<file path="src/hdl/rks_pkg.sv">
// Purpose: Shared constants for the reset and keypad supervisor
// Assumes: 25 MHz system clock
// Notes: Setting codes, timing and reset values live here
package rks_pkg;
	localparam logic [4:0] SUP_RESET_VALUE = 5'h0e; // Setting after reset
	localparam logic [4:0] SUP_VAL_LO_MAX = 5'h03; // Low range top
	localparam logic [4:0] SUP_VAL_HI_MIN = 5'h0e; // High range bottom
	localparam logic [4:0] SUP_VAL_HI_MAX = 5'h11; // High range top
	localparam int CLK_HZ = 25000000; // System clock rate
	localparam int LOSS_TIME_MS = 1000; // Keypad absence limit in ms
	localparam int LOSS_CYCLES = (CLK_HZ / 1000) * LOSS_TIME_MS; // Limit in cycles
	localparam int CLK_PERIOD_NS = 40; // Clock period
	// Operation modes
	typedef enum logic [1:0] {
		MODE_KEYPAD = 2'b00,
		MODE_EXTERNAL = 2'b01,
		MODE_NETWORK = 2'b10
	} op_mode_t;
endpackage
</file>
<file path="src/hdl/keypad_loss_timer.sv">
// Purpose: Counts cycles of keypad absence and flags overrun
// Assumes: Present input is synchronous to clk
// Notes: Arms only after the keypad has been seen present once
`timescale 1ns/1ps
module keypad_loss_timer #(
	parameter int LIMIT = 25000000
) (
	// Clock and reset
	input wire logic clk,
	input wire logic sys_rst,
	// Keypad status
	input wire logic present,
	input wire logic enable,
	// Result
	output logic expired
);
	localparam int CW = $clog2(LIMIT + 2);
	logic [CW-1:0] cnt_ff; // Absence cycles
	logic [CW-1:0] nxt_cnt;
	logic seen_ff; // Keypad seen since power-on
	logic done;
	assign done = (cnt_ff > CW'(LIMIT));
	// Counter saturates past the limit; clears on presence
	assign nxt_cnt = (present || !seen_ff || !enable) ? '0 :
		done ? cnt_ff : cnt_ff + CW'(1);
	////////////////////////////////////////////////////////////////
	// Absence counter; absent-at-power-on never arms it
	always_ff @(posedge clk or posedge sys_rst) begin
		if (sys_rst) begin
			cnt_ff <= '0;
			seen_ff <= 1'b0;
		end else begin
			cnt_ff <= nxt_cnt;
			seen_ff <= seen_ff | present;
		end
	end
	assign expired = done;
	a_cnt_clear: assert property (@(posedge clk) disable iff (sys_rst)
		present |=> cnt_ff == '0) else $error("count not cleared");
	a_no_arm: assert property (@(posedge clk) disable iff (sys_rst)
		!seen_ff |-> !expired) else $error("armed before presence");
endmodule // keypad_loss_timer

</file>
<file path="src/hdl/reset_keypad_supervisor.sv">
// Purpose: Reset acceptance, keypad loss trip and panel stop control
// Assumes: All inputs synchronous to clk; request inputs are one-cycle pulses
// Notes: Drive core acts on the output pulses and levels given here
// What this block does
// Pin and comm reset share one gate
// Setting accepts only 0-3 and 14-17
// Setting defaults to 14
// Settings 1,3,15,17 reset only when tripped
// Setting writable always, survives parameter clear
// Accepted reset shuts output, motor coasts
// Accepted reset clears thermal and brake accumulators
// Keypad reset key acts only when tripped
// Loss detect settings trip after 1s absence
// Other settings ignore keypad loss
// Absent at power-on is no fault
// Loss trip holds until reset
// Keypad loss in jog decelerates motor while loss detect is not armed
// RS-485 via keypad port disables loss detect
// Settings 14-17 stop works every mode
// Settings 0-3 stop only in keypad mode
// Panel stop latches, shown, no fault output
// Panel stop blocks restart until cleared
// Comm keypad-mode stop enters panel stop
// Too-close gain and bias gives write error
// Operator releases starts before restart
// Absence timer counts, clears, flags overrun
`timescale 1ns/1ps
module reset_keypad_supervisor
	import rks_pkg::*;
#(
	parameter int LOSS_LIMIT = LOSS_CYCLES, // Absence limit in cycles
	parameter int FREQ_W = 16, // Calibration frequency width
	parameter logic [15:0] MIN_GAP = 16'h0064 // Least gain-bias spacing
) (
	// Clock and reset
	input wire logic clk,
	input wire logic sys_rst,
	// Supervision setting write port
	input wire logic sup_wr,
	input wire logic [4:0] sup_wdata,
	input wire logic param_clear,
	output logic [4:0] supervision_setting,
	output logic sup_wr_reject,
	// Reset sources
	input wire logic external_reset_input,
	input wire logic comm_reset_cmd,
	input wire logic keypad_reset_key,
	// Keypad and operation mode
	input wire logic keypad_unit_present,
	input wire logic keypad_stop_key,
	input wire logic panel_stop_key,
	input wire logic stop_clear_keypad,
	input wire logic stop_clear_panel,
	input wire logic [1:0] op_mode,
	input wire logic keypad_jog,
	input wire logic rs485_via_keypad,
	input wire logic usb_via_keypad,
	// Drive state
	input wire logic fault_trip,
	input wire logic running,
	input wire logic start_request,
	// Calibration write check
	input wire logic cal_wr,
	input wire logic [FREQ_W-1:0] cal_gain_freq,
	input wire logic [FREQ_W-1:0] cal_bias_freq,
	output logic cal_write_error,
	// Drive controls
	output logic drive_reset,
	output logic output_shutoff,
	output logic accum_clear,
	output logic decel_stop,
	output logic run_enable,
	output logic tripped,
	output logic keypad_loss_fault,
	output logic fault_output,
	output logic panel_stop_state
);
	////////////////////////////////////////////////////////////////
	// Setting decode
	logic [4:0] sup_ff; // Stored setting
	logic [4:0] nxt_sup;
	logic wr_ok; // Written value is legal
	logic reset_trip_only; // Resets only when tripped
	logic loss_detect; // Loss detection chosen
	logic stop_any_mode; // Stop works in all modes
	assign wr_ok = (sup_wdata <= SUP_VAL_LO_MAX) ||
		(sup_wdata >= SUP_VAL_HI_MIN && sup_wdata <= SUP_VAL_HI_MAX);
	// Parameter clear is deliberately ignored here
	assign nxt_sup = (sup_wr && wr_ok) ? sup_wdata : sup_ff;
	assign reset_trip_only = sup_ff[0]; // 1,3,15,17 are the odd codes
	// Low codes 2,3 carry bit 1; high codes 16,17 carry bit 4 instead.
	// Bit 1 alone would arm detection for 14 and 15, which must run on.
	assign loss_detect = stop_any_mode ? sup_ff[4] : sup_ff[1];
	assign stop_any_mode = sup_ff >= SUP_VAL_HI_MIN;
	////////////////////////////////////////////////////////////////
	// Setting register; defaults to 14 and survives parameter clear
	always_ff @(posedge clk or posedge sys_rst) begin
		if (sys_rst) begin
			sup_ff <= SUP_RESET_VALUE;
		end else begin
			sup_ff <= nxt_sup;
		end
	end
	assign supervision_setting = sup_ff;
	////////////////////////////////////////////////////////////////
	// Reset acceptance
	logic trip_ff; // Drive tripped (loss or external fault)
	logic any_reset_req; // Pin or comm request
	logic reset_accept; // Accepted general reset
	logic key_accept; // Accepted keypad reset key
	logic reset_now; // Any accepted reset this cycle
	assign any_reset_req = external_reset_input | comm_reset_cmd;
	// Odd settings refuse unless tripped
	assign reset_accept = any_reset_req && (!reset_trip_only || trip_ff);
	// Keypad key ignores the setting entirely
	assign key_accept = keypad_reset_key && trip_ff;
	assign reset_now = reset_accept | key_accept;
	////////////////////////////////////////////////////////////////
	// Keypad loss supervision
	logic loss_armed; // Detection currently live
	logic loss_expired; // Timer past limit
	// RS-485 through the keypad port kills detection
	assign loss_armed = loss_detect && !rs485_via_keypad;
	keypad_loss_timer #(
		.LIMIT(LOSS_LIMIT)
	) u_timer (
		.clk(clk),
		.sys_rst(sys_rst),
		.present(keypad_unit_present),
		.enable(loss_armed),
		.expired(loss_expired)
	);
	logic loss_ff; // Keypad loss fault latched
	logic nxt_loss;
	logic nxt_trip;
	// Set beats clear so a new loss is never dropped
	assign nxt_loss = (loss_armed && loss_expired) ? 1'b1 : (reset_now ? 1'b0 : loss_ff);
	assign nxt_trip = (fault_trip || (loss_armed && loss_expired)) ? 1'b1 :
		(reset_now ? 1'b0 : trip_ff);
	////////////////////////////////////////////////////////////////
	// Trip and loss latches hold until an accepted reset
	always_ff @(posedge clk or posedge sys_rst) begin
		if (sys_rst) begin
			loss_ff <= 1'b0;
			trip_ff <= 1'b0;
		end else begin
			loss_ff <= nxt_loss;
			trip_ff <= nxt_trip;
		end
	end
	////////////////////////////////////////////////////////////////
	// Panel stop
	logic keypad_mode;
	logic stop_req; // Stop key honoured
	logic ps_enter; // Enters latched panel stop
	logic ps_ff; // Panel stop state
	logic ps_src_ff; // 1 = panel issued it, 0 = keypad
	logic ps_clear; // Clear from issuing unit or reset pin
	logic jog_loss; // Keypad gone during jog
	assign keypad_mode = op_mode == MODE_KEYPAD;
	assign stop_req = (keypad_stop_key | panel_stop_key) &&
		(stop_any_mode || keypad_mode);
	// Comm-driven keypad mode: panel stop key still latches
	assign ps_enter = (stop_any_mode && (keypad_stop_key | panel_stop_key)) ||
		(keypad_mode && panel_stop_key && (usb_via_keypad | rs485_via_keypad));
	assign ps_clear = (ps_src_ff ? stop_clear_panel : stop_clear_keypad) ||
		external_reset_input;
	assign jog_loss = keypad_jog && !keypad_unit_present && !loss_armed;
	////////////////////////////////////////////////////////////////
	// Panel stop latch; entry beats clear in the same cycle
	always_ff @(posedge clk or posedge sys_rst) begin
		if (sys_rst) begin
			ps_ff <= 1'b0;
			ps_src_ff <= 1'b0;
		end else if (ps_enter) begin
			ps_ff <= 1'b1;
			ps_src_ff <= panel_stop_key;
		end else if (ps_clear) begin
			ps_ff <= 1'b0;
		end
	end
	////////////////////////////////////////////////////////////////
	// Calibration write check; registered so the error is a clean level
	logic cal_err_ff;
	logic [FREQ_W-1:0] cal_gap;
	logic cal_close;
	assign cal_gap = (cal_gain_freq > cal_bias_freq) ? cal_gain_freq - cal_bias_freq :
		cal_bias_freq - cal_gain_freq;
	assign cal_close = cal_gap < MIN_GAP[FREQ_W-1:0];
	always_ff @(posedge clk or posedge sys_rst) begin
		if (sys_rst) begin
			cal_err_ff <= 1'b0;
		end else if (cal_wr) begin
			cal_err_ff <= cal_close;
		end
	end
	////////////////////////////////////////////////////////////////
	// Registered drive controls
	logic rst_pulse_ff;
	logic decel_ff;
	logic rej_ff;
	always_ff @(posedge clk or posedge sys_rst) begin
		if (sys_rst) begin
			rst_pulse_ff <= 1'b0;
			decel_ff <= 1'b0;
			rej_ff <= 1'b0;
		end else begin
			rst_pulse_ff <= reset_now;
			decel_ff <= stop_req | jog_loss;
			rej_ff <= sup_wr && !wr_ok;
		end
	end
	// Reset coasts: shutoff, never a ramp
	assign drive_reset = rst_pulse_ff;
	assign output_shutoff = rst_pulse_ff | trip_ff;
	assign accum_clear = rst_pulse_ff;
	assign decel_stop = decel_ff && !rst_pulse_ff;
	// Operator must drop start before clearing; we only gate it
	assign run_enable = start_request && !ps_ff && !trip_ff;
	assign tripped = trip_ff;
	assign keypad_loss_fault = loss_ff;
	assign fault_output = trip_ff; // Panel stop never reaches here
	assign panel_stop_state = ps_ff;
	assign cal_write_error = cal_err_ff;
	assign sup_wr_reject = rej_ff;
	////////////////////////////////////////////////////////////////
	// Checks; all of them sleep while sys_rst is high
	// Setting register
	// A refused write must leave no trace in the stored code
	a_sup_legal: assert property (@(posedge clk) disable iff (sys_rst)
		sup_wr && !wr_ok |=> $stable(sup_ff))
		else $error("illegal setting taken");
	a_clear_keeps: assert property (@(posedge clk) disable iff (sys_rst)
		param_clear && !sup_wr |=> $stable(sup_ff))
		else $error("clear changed setting");

	// Reset gating and what a reset does
	// Pin and comm share one gate; the keypad key has its own
	a_trip_gate: assert property (@(posedge clk) disable iff (sys_rst)
		reset_trip_only && !trip_ff && !keypad_reset_key |=> !drive_reset)
		else $error("reset taken while not tripped");
	a_both_srcs: assert property (@(posedge clk) disable iff (sys_rst)
		(comm_reset_cmd || external_reset_input) && !reset_trip_only |=> drive_reset)
		else $error("reset request lost");
	a_key_trip: assert property (@(posedge clk) disable iff (sys_rst)
		keypad_reset_key && !trip_ff && !any_reset_req |=> !drive_reset)
		else $error("key reset while healthy");
	a_coast_reset: assert property (@(posedge clk) disable iff (sys_rst)
		drive_reset |-> output_shutoff && accum_clear && !decel_stop)
		else $error("reset did not coast");
	a_accum_clr: assert property (@(posedge clk) disable iff (sys_rst)
		reset_now |=> accum_clear && drive_reset)
		else $error("accumulators kept");

	// Keypad loss
	// Unarmed settings never latch; armed ones latch and hold
	a_no_loss: assert property (@(posedge clk) disable iff (sys_rst)
		!loss_armed && !loss_ff |=> !loss_ff)
		else $error("loss fault unarmed");
	a_loss_trip: assert property (@(posedge clk) disable iff (sys_rst)
		loss_armed && loss_expired |=> keypad_loss_fault && tripped)
		else $error("loss did not trip");
	a_loss_hold: assert property (@(posedge clk) disable iff (sys_rst)
		loss_ff && !reset_now |=> loss_ff && tripped)
		else $error("loss dropped");
	a_rs485_off: assert property (@(posedge clk) disable iff (sys_rst)
		rs485_via_keypad |=> !loss_expired)
		else $error("loss timer ran on rs485");
	a_jog_decel: assert property (@(posedge clk) disable iff (sys_rst)
		jog_loss && !reset_now |=> decel_stop)
		else $error("jog loss kept running");

	// Stop keys and panel stop
	// The latch must never reach the fault output
	a_any_stop: assert property (@(posedge clk) disable iff (sys_rst)
		stop_any_mode && (keypad_stop_key || panel_stop_key) && !reset_now
		|=> decel_stop && panel_stop_state) else $error("stop key ignored");
	a_old_stop: assert property (@(posedge clk) disable iff (sys_rst)
		!stop_any_mode && !keypad_mode && !jog_loss |=> !decel_stop)
		else $error("stop outside keypad mode");
	a_ps_nofault: assert property (@(posedge clk) disable iff (sys_rst)
		ps_enter && !trip_ff && !fault_trip |=> ps_ff && !fault_output)
		else $error("panel stop faulted");
	a_ps_block: assert property (@(posedge clk) disable iff (sys_rst)
		ps_ff |-> !run_enable)
		else $error("restart in panel stop");
	a_ps_clear: assert property (@(posedge clk) disable iff (sys_rst)
		ps_ff && external_reset_input && !ps_enter |=> !panel_stop_state)
		else $error("pin did not clear stop");

	// Calibration pair spacing
	// Error level follows the last write only
	a_cal_close: assert property (@(posedge clk) disable iff (sys_rst)
		cal_wr && cal_close |=> cal_write_error)
		else $error("close pair accepted");

	// Main scenarios worth seeing at least once
	// Reset while running is the case that must coast
	c_loss_trip: cover property (@(posedge clk) disable iff (sys_rst) $rose(loss_ff));
	c_ps_enter: cover property (@(posedge clk) disable iff (sys_rst) $rose(ps_ff));
	c_reset: cover property (@(posedge clk) disable iff (sys_rst) drive_reset && running);
	c_cal_err: cover property (@(posedge clk) disable iff (sys_rst) $rose(cal_write_error));
	c_jog_decel: cover property (@(posedge clk) disable iff (sys_rst) jog_loss ##1 decel_stop);
endmodule // reset_keypad_supervisor

</file>
<file path="config.mk">
export PLATFORM = sky130hd
export DESIGN_NAME = reset_keypad_supervisor
export DESIGN_NICKNAME = d
export VERILOG_FILES = /design/src/hdl/rks_pkg.sv /design/src/hdl/keypad_loss_timer.sv /design/src/hdl/reset_keypad_supervisor.sv
export SDC_FILE = /design/constraint.sdc
export NUM_CORES = 1
export LEC_CHECK = 0
export BUFFER_PORTS_ARGS = -buffer_cell sky130_fd_sc_hd__clkbuf_2
export CORE_MARGIN = 3
export CORE_UTILIZATION = 30
export DETAILED_ROUTE_END_ITERATION = 8
export PLACE_DENSITY = 0.5
export SLEW_MARGIN = 0
export SYNTH_ARGS = -nofsm -noshare
export SYNTH_HDL_FRONTEND = slang
export SYNTH_SLANG_ARGS = --single-unit
</file>
<file path="constraint.sdc">
create_clock -name clk -period 3 [get_ports clk]
set_clock_uncertainty 0.15 [all_clocks]
set_input_delay 0.15 -clock clk [delete_from_list [all_inputs] [get_ports clk]]
set_output_delay 0.15 -clock clk [all_outputs]
set_load 0.02 [all_outputs]
</file>
==> impl_metrics.ini, run 1 <==
[run_status]
run_status = finished clean

[logic_synthesis]
syn_avg_cell_area_um2 = 8.234
synth_flop_cell = dfrtp_1
seq_area_frac_synth_pct = 28.20
synthCells = 422
netlist_area_um2 = 3475
synth-seq-cells = 39
yosysUniqueCellTypes = 62
syn-num-nets = 513
synth_edf_count = 0
async_flop_share_pct = 100.0
yosysWarnings = 0

[detailed_routing]
first_iter_violations = 122
ant_nets = 0
vias = 3217
dr.pass1.iters = 4
post_drt_wl_per_cell_um = 12.61
wl_um = 8159
drt_drc_violations_left = 0
routed_via_density = 4.972

[hold_path]
min_path_type = in2reg
hold_start = sup_wdata[2]
hold_end = supervision_setting[3]
whs_path_depth = 2

[grt]
grt_pass1_vias = 2975
grt_overflow = 0
grt_first_pass_wirelength_um = 13660
track_usage_pct = 12.60
antenna_found_initial = 0
grt_max_degree = 40

[die]
coreArea_um2 = 11080
io_pins = 74
die-area_um2 = 12910
rows = 38
initial_core_util_pct = 31.36
dieHeight_um = 113.6
die_x_um = 113.6

[clocking]
h-tree-depth = 2
clk_pin_slew_ns = 0.06
clockBufferDepth = 2
clk_latency_ns = 0.28
numClockSinks = 39
numCtsBuffers = 5
cts_tree = yes
post-cts-setup-buffer-count = 0
cts-root-buf = clkbuf_16

[layout]
drive_gt1_share_pct = 23.08
fin_cells = 647
antenna_cells = 0
area_growth_pct = 23.73
nFillCells = 1148
layout_commonest_cell = clkbuf_2
mostFrequentLayoutCells = clkbuf_2, inv_1, nor2_1, dfrtp_1, ha_1
layout.nets = 597

[place]
hpwl_um = 6529
gp_congestion = 0.7989
dp_cells = 629
numPortBuffers = 71

[setup_path]
reg2reg_depth = 11
cp_slowest_stage_delay_ns = 0.39
r2r-start = u_timer.cnt_ff[0]
worstSetupPathType = reg2reg
cp.arrival_ns = 2.78
cp_cell_sequence = inv_1 -> ha_1 -> nor4b_1 -> nand3b_1 -> o31ai_1 -> a21oi_1 -> o21a_4 -> nor4b_4 -> nand3_2 -> or3_1 -> o21ai_2
worstPathBufferInverterCount = 1
timing.rr.end = u_timer.cnt_ff[24]
cp_slowest_cell = dfrtp_1
worstPathMaxFanout = 3
critPathCaptureType = flop
crit_path_start_kind = flop
r2r_setup_slack_ns = 0.28
critical_path_required_ns = 3.06
crit_family = simple AND/OR/NAND/NOR gates

[pwr]
power_frac_clock_pct = 35.2
peakVddDrop_uv = 231.1
pwr_density_cell_nw_per_um2 = 403.9
comb_power_share_pct = 30.7
p_switching_w = 0.0005223
seqPwrFrac_pct = 34.1
p_leak_nw = 2.035
swShare_pct = 30.08
internal_power_w = 0.001214

[timing]
final_max_slew_viol_count = 0
worst_pin_slew_ns = 0.5001
slew_headroom_pct = 66.66
finalHoldViolations = 0
fmax_ghz = 0.3674
period_share_pct = 90.74
rsz0062_at_grt = no
finalCriticalPeriod_ns = 2.722
setup_violations = 0
setup_tns_ns = 0

[flow_run]
cap_viol_max_count = 0
-- metrics by stage --
step / power [W] / area, µm² / utilization [%] / worst slack (ns) / hold WS (ns)
after global placement: 0.001124 / 4021 / 36.30 / 0.1395 / 0.1318
after floorplan: 0.0009605 / 3475 / - / 0.4195 / 0.1030
after CTS: 0.001760 / 4295 / 38.77 / 0.1973 / 0.008782
final: 0.001736 / 4299 / 38.81 / 0.2778 / 0.009263
after detailed placement: 0.001127 / 4021 / 36.30 / 0.05281 / 0.1322
after global routing: 0.001842 / 4299 / 38.81 / 0.01642 / 0.02361
-- worst reg2reg max path, cell delays in order (launching register included) --
cell and delay, ns:
dfrtp_1 0.39, inv_1 0.12, ha_1 0.16, nor4b_1 0.26
nand3b_1 0.12, o31ai_1 0.20, a21oi_1 0.11, o21a_4 0.23
nor4b_4 0.35, nand3_2 0.13, or3_1 0.38, o21ai_2 0.07
-- power groups by stage --
stage / combinational, W / clock (W) / sequential [W]
2_1_floorplan: 0.000335 / 0 / 0.000626
3_3_place_gp: 0.000521 / 0 / 0.000603
3_5_place_dp: 0.000523 / 0 / 0.000604
4_1_cts: 0.000536 / 0.000629 / 0.000594
5_1_grt: 0.000594 / 0.000648 / 0.000600
6_report: 0.000533 / 0.000610 / 0.000593
-- worst max path at each step --
stage,start,end,slack [ns],depth (start not counted)
3_5_place_dp,cal_gain_freq[4],cal_write_error,0.05,12
4_1_cts,u_timer.cnt_ff[0],u_timer.cnt_ff[12],0.20,10
5_1_grt,u_timer.cnt_ff[0],u_timer.cnt_ff[22],0.02,12
3_3_place_gp,cal_gain_freq[4],cal_write_error,0.14,12
2_1_floorplan,cal_gain_freq[4],cal_write_error,0.42,12
6_report,u_timer.cnt_ff[0],u_timer.cnt_ff[24],0.28,11
-- cell type report --
class | instances | area, µm² | share of cell area [%]
clock buffer | 6 | 138.9 | 3.230
sequential | 39 | 979.7 | 22.79
multi-input combinational | 321 | 2248 | 52.30
timing repair buffer | 94 | 553.0 | 12.86
tap | 140 | 175.2 | 4.075
clock inverter | 2 | 35.03 | 0.8149
inverter | 45 | 168.9 | 3.929
-- metal layers --
metal  up-vias  share of wire [%]  global-route usage [%]
met5         -                  0                       0
met4         0                1.2                   3.045
met3         9                2.9                   1.698
met2        50                 48                   21.04
met1      1516                 48                   17.28
li1       1642                  -                       -
-- timing repair --
item	in CTS	in global routing
endpoints found under the setup margin	0	1
hold buffers	10	0
gates resized for setup	0	1
hold endpoints to repair	45	0
-- cell families (layout without fill, tap and decap cells) --
| kind of cell | count (synthesis) | count (layout) | share of synthesized area, % |
|---|---|---|---|
| buf+inv | 62 | 147 | 7.202 |
| xor+xnor | 33 | 33 | 8.318 |
| flops | 39 | 39 | 28.20 |
| fa+ha+maj | 33 | 33 | 11.88 |
| simple gates | 147 | 147 | 22.36 |
| compound gates | 97 | 97 | 18.69 |
| mux | 11 | 11 | 3.349 |
-- Yosys cell counts, drive strengths merged (2+ instances only) --
cell type  count  area (µm²)
dfstp          3       78.83
o31ai          3       22.52
a21oi         31       166.4
nor3          13       70.07
dfrtp         36       900.9
mux2           5       56.30
mux2i          6       60.06
and4           2       17.52
o21a           3       30.02
nand2b         4       25.02
clkbuf         7       26.28
nand2         23       86.33
o21ai         25       128.9
a21o           6       45.04
and3          10       62.56
inv           45       168.9
xnor2         12       105.1
nor2          40       150.1
o211ai         2       15.01
ha            33       412.9
nand4         12       75.07
o2111ai        2       17.52
o311ai         2       17.52
o21bai         2       15.01
or3            5       31.28
xor2          21       183.9
a221oi         3       26.28
nor4b          2       32.53
and2           3       18.77
nand3b         4       30.03
buf           10       55.05
or2            7       43.79
nor2b          4       25.02
nand3         15       80.08
a31oi          4       25.02
-- registers in the layout (all words and copies together), names as in the netlist --
name,count
keypad_loss_fault,1
panel_stop_state,1
sup_wr_reject,1
cal_write_error,1
supervision_setting,5
u_timer.cnt_ff,25
u_timer.seen_ff,1
accum_clear,1
ps_src_ff,1
fault_output,1
decel_ff,1
(Power assumes the default switching activity.)
==> run 2: changes to the inputs <==
==> constraint.sdc (replaced) <==
create_clock -name clk -period 3 [get_ports clk]
set_clock_uncertainty 0.15 [all_clocks]
set_input_delay 0.6 -clock clk [delete_from_list [all_inputs] [get_ports clk]]
set_output_delay 0.6 -clock clk [all_outputs]
set_load 0.02 [all_outputs]
==> run 2 against run 1 <==
Clock-buffer cell count is 1 lower. Flip-flop and latch count stayed put. Sequential power hardly changed. Setup slack worse by 0.13 ns. Largest power group unchanged. Highest routed layer unchanged.
==> impl_metrics.ini, run 2 (synthesis results as in run 1) <==
[setup_path]
critical_path_required_ns = 3.03
r2r_setup_slack_ns = 0.27
startpoint = cal_gain_freq[1]
crit_path_start_kind = primary input
reg2reg_depth = 11
cp_slowest_stage_delay_ns = 0.38
critPathCaptureType = flop
worstPathMaxFanout = 4
cp_cell_sequence = clkbuf_2 -> inv_1 -> ha_1 -> nor2b_2 -> o311a_4 -> o21ai_2 -> a31oi_1 -> o21a_1 -> or2_1 -> xnor2_1 -> o32a_1 -> o32ai_1
timing.rr.end = u_timer.cnt_ff[24]
r2r-start = u_timer.cnt_ff[0]
worstSetupPathType = in2reg
cp.arrival_ns = 2.87
cp_slowest_cell = o311a_4

[die]
rows = 38
die_x_um = 113.6
die-area_um2 = 12910
initial_core_util_pct = 31.36
io_pins = 74
coreArea_um2 = 11080
dieHeight_um = 113.6

[grt]
grt_max_degree = 40
grt_pass1_vias = 3158
antenna_found_initial = 0
grt_first_pass_wirelength_um = 14080
grt_overflow = 0
track_usage_pct = 12.88

[layout]
post-route-cell-area_um2 = 4691
drive_gt1_share_pct = 32.85
area_growth_pct = 35.00
largest-register = u_timer.cnt_ff
largest_reg_flops = 25
nFillCells = 1116
layout.nets = 641
antenna_cells = 0
layout_commonest_cell = clkbuf_2
final_core_util_pct = 42.34
mostFrequentLayoutCells = clkbuf_2, buf_4, inv_1, nor2_1, dfrtp_1

[timing]
rsz0062_at_grt = yes
period_share_pct = 94.96
worst_pin_slew_ns = 0.4895
setup_tns_ns = 0
finalCriticalPeriod_ns = 2.849
worst_slack_ns = 0.1511
fmax_ghz = 0.3510
final_max_slew_viol_count = 0
slew_headroom_pct = 67.37
setup_violations = 0
finalHoldViolations = 0

[clocking]
numCtsBuffers = 5
clk_latency_ns = 0.27
h-tree-depth = 2
numClockSinks = 39
clockBufferDepth = 2
cts_tree = yes
cts-root-buf = clkbuf_16
clk_pin_slew_ns = 0.06

[pwr]
pwr_density_cell_nw_per_um2 = 402.7
p_leak_nw = 2.267
p_total_w = 0.001889
peakVddDrop_uv = 283.2

[detailed_routing]
dr.pass1.iters = 4
post_drt_wl_per_cell_um = 11.91
first_iter_violations = 125
drt_drc_violations_left = 0
vias = 3319
routed_via_density = 4.803
wl_um = 8229
ant_nets = 0

[hold_path]
min_path_type = in2async

[place]
place_ws_ns = -0.2231
gp_congestion = 0.8407
numPortBuffers = 71
hpwl_um = 6860
place_area_um2 = 4432

[flow_run]
cap_viol_max_count = 0

[run_status]
run_status = finished clean
-- run 2: metrics by stage --
stage,instances,hold slack (ns)
6_report,691,0.2678
3_5_place_dp,682,0.2952
2_1_floorplan,422,0.2810
4_1_cts,690,0.2803
5_1_grt,691,0.3202
3_3_place_gp,682,0.2923
-- run 2: power by group --
group,switching (W),internal [W]
clock network,0.000198,0.000476
logic,0.000319,0.000305
registers,0.0000264,0.000565
-- run 2: cell type report --
class	instances	area, µm²	area share (%)
tap	140	175.2	3.734
clock inverter	3	67.56	1.440
multi-input combinational	321	2303	49.11
clock buffer	5	125.1	2.667
timing repair buffer	138	870.8	18.56
sequential	39	979.7	20.89
inverter	45	168.9	3.601
-- run 2: worst max path at each step --
| stage | end | depth (start not counted) |
|---|---|---|
| floorplan | cal_write_error | 12 |
| global placement | cal_write_error | 12 |
| detailed placement | cal_write_error | 12 |
| CTS | cal_write_error | 12 |
| global route | cal_write_error | 14 |
| finish | cal_write_error | 12 |
-- run 2: timing repair --
| item | CTS | global route |
|---|---|---|
| hold buffers | 0 | 0 |
| hold endpoints to repair | 0 | 0 |
| buffers inserted | 0 | 1 |
| gates resized for setup | 0 | 11 |
| setup endpoints to repair | 0 | 2 |
-- run 2: routing by layer --
layer / up-vias / wire length, µm / global-route usage (%)
li1: 1729 / - / -
met1: 1546 / 3882 / 17.55
met2: 40 / 4068 / 21.83
met3: 4 / 200 / 1.857
met4: 0 / 78 / 2.484
met5: - / 0 / 0
-- run 2: critical path, delay by kind of cell --
kind,cells,cell delay (ns)
AO/OA/AOI/OAI,6,1.33
XOR/XNOR,1,0.13
adder cells (fa/ha/maj),1,0.29
buffers and inverters,2,0.13
AND/OR/NAND/NOR,2,0.39
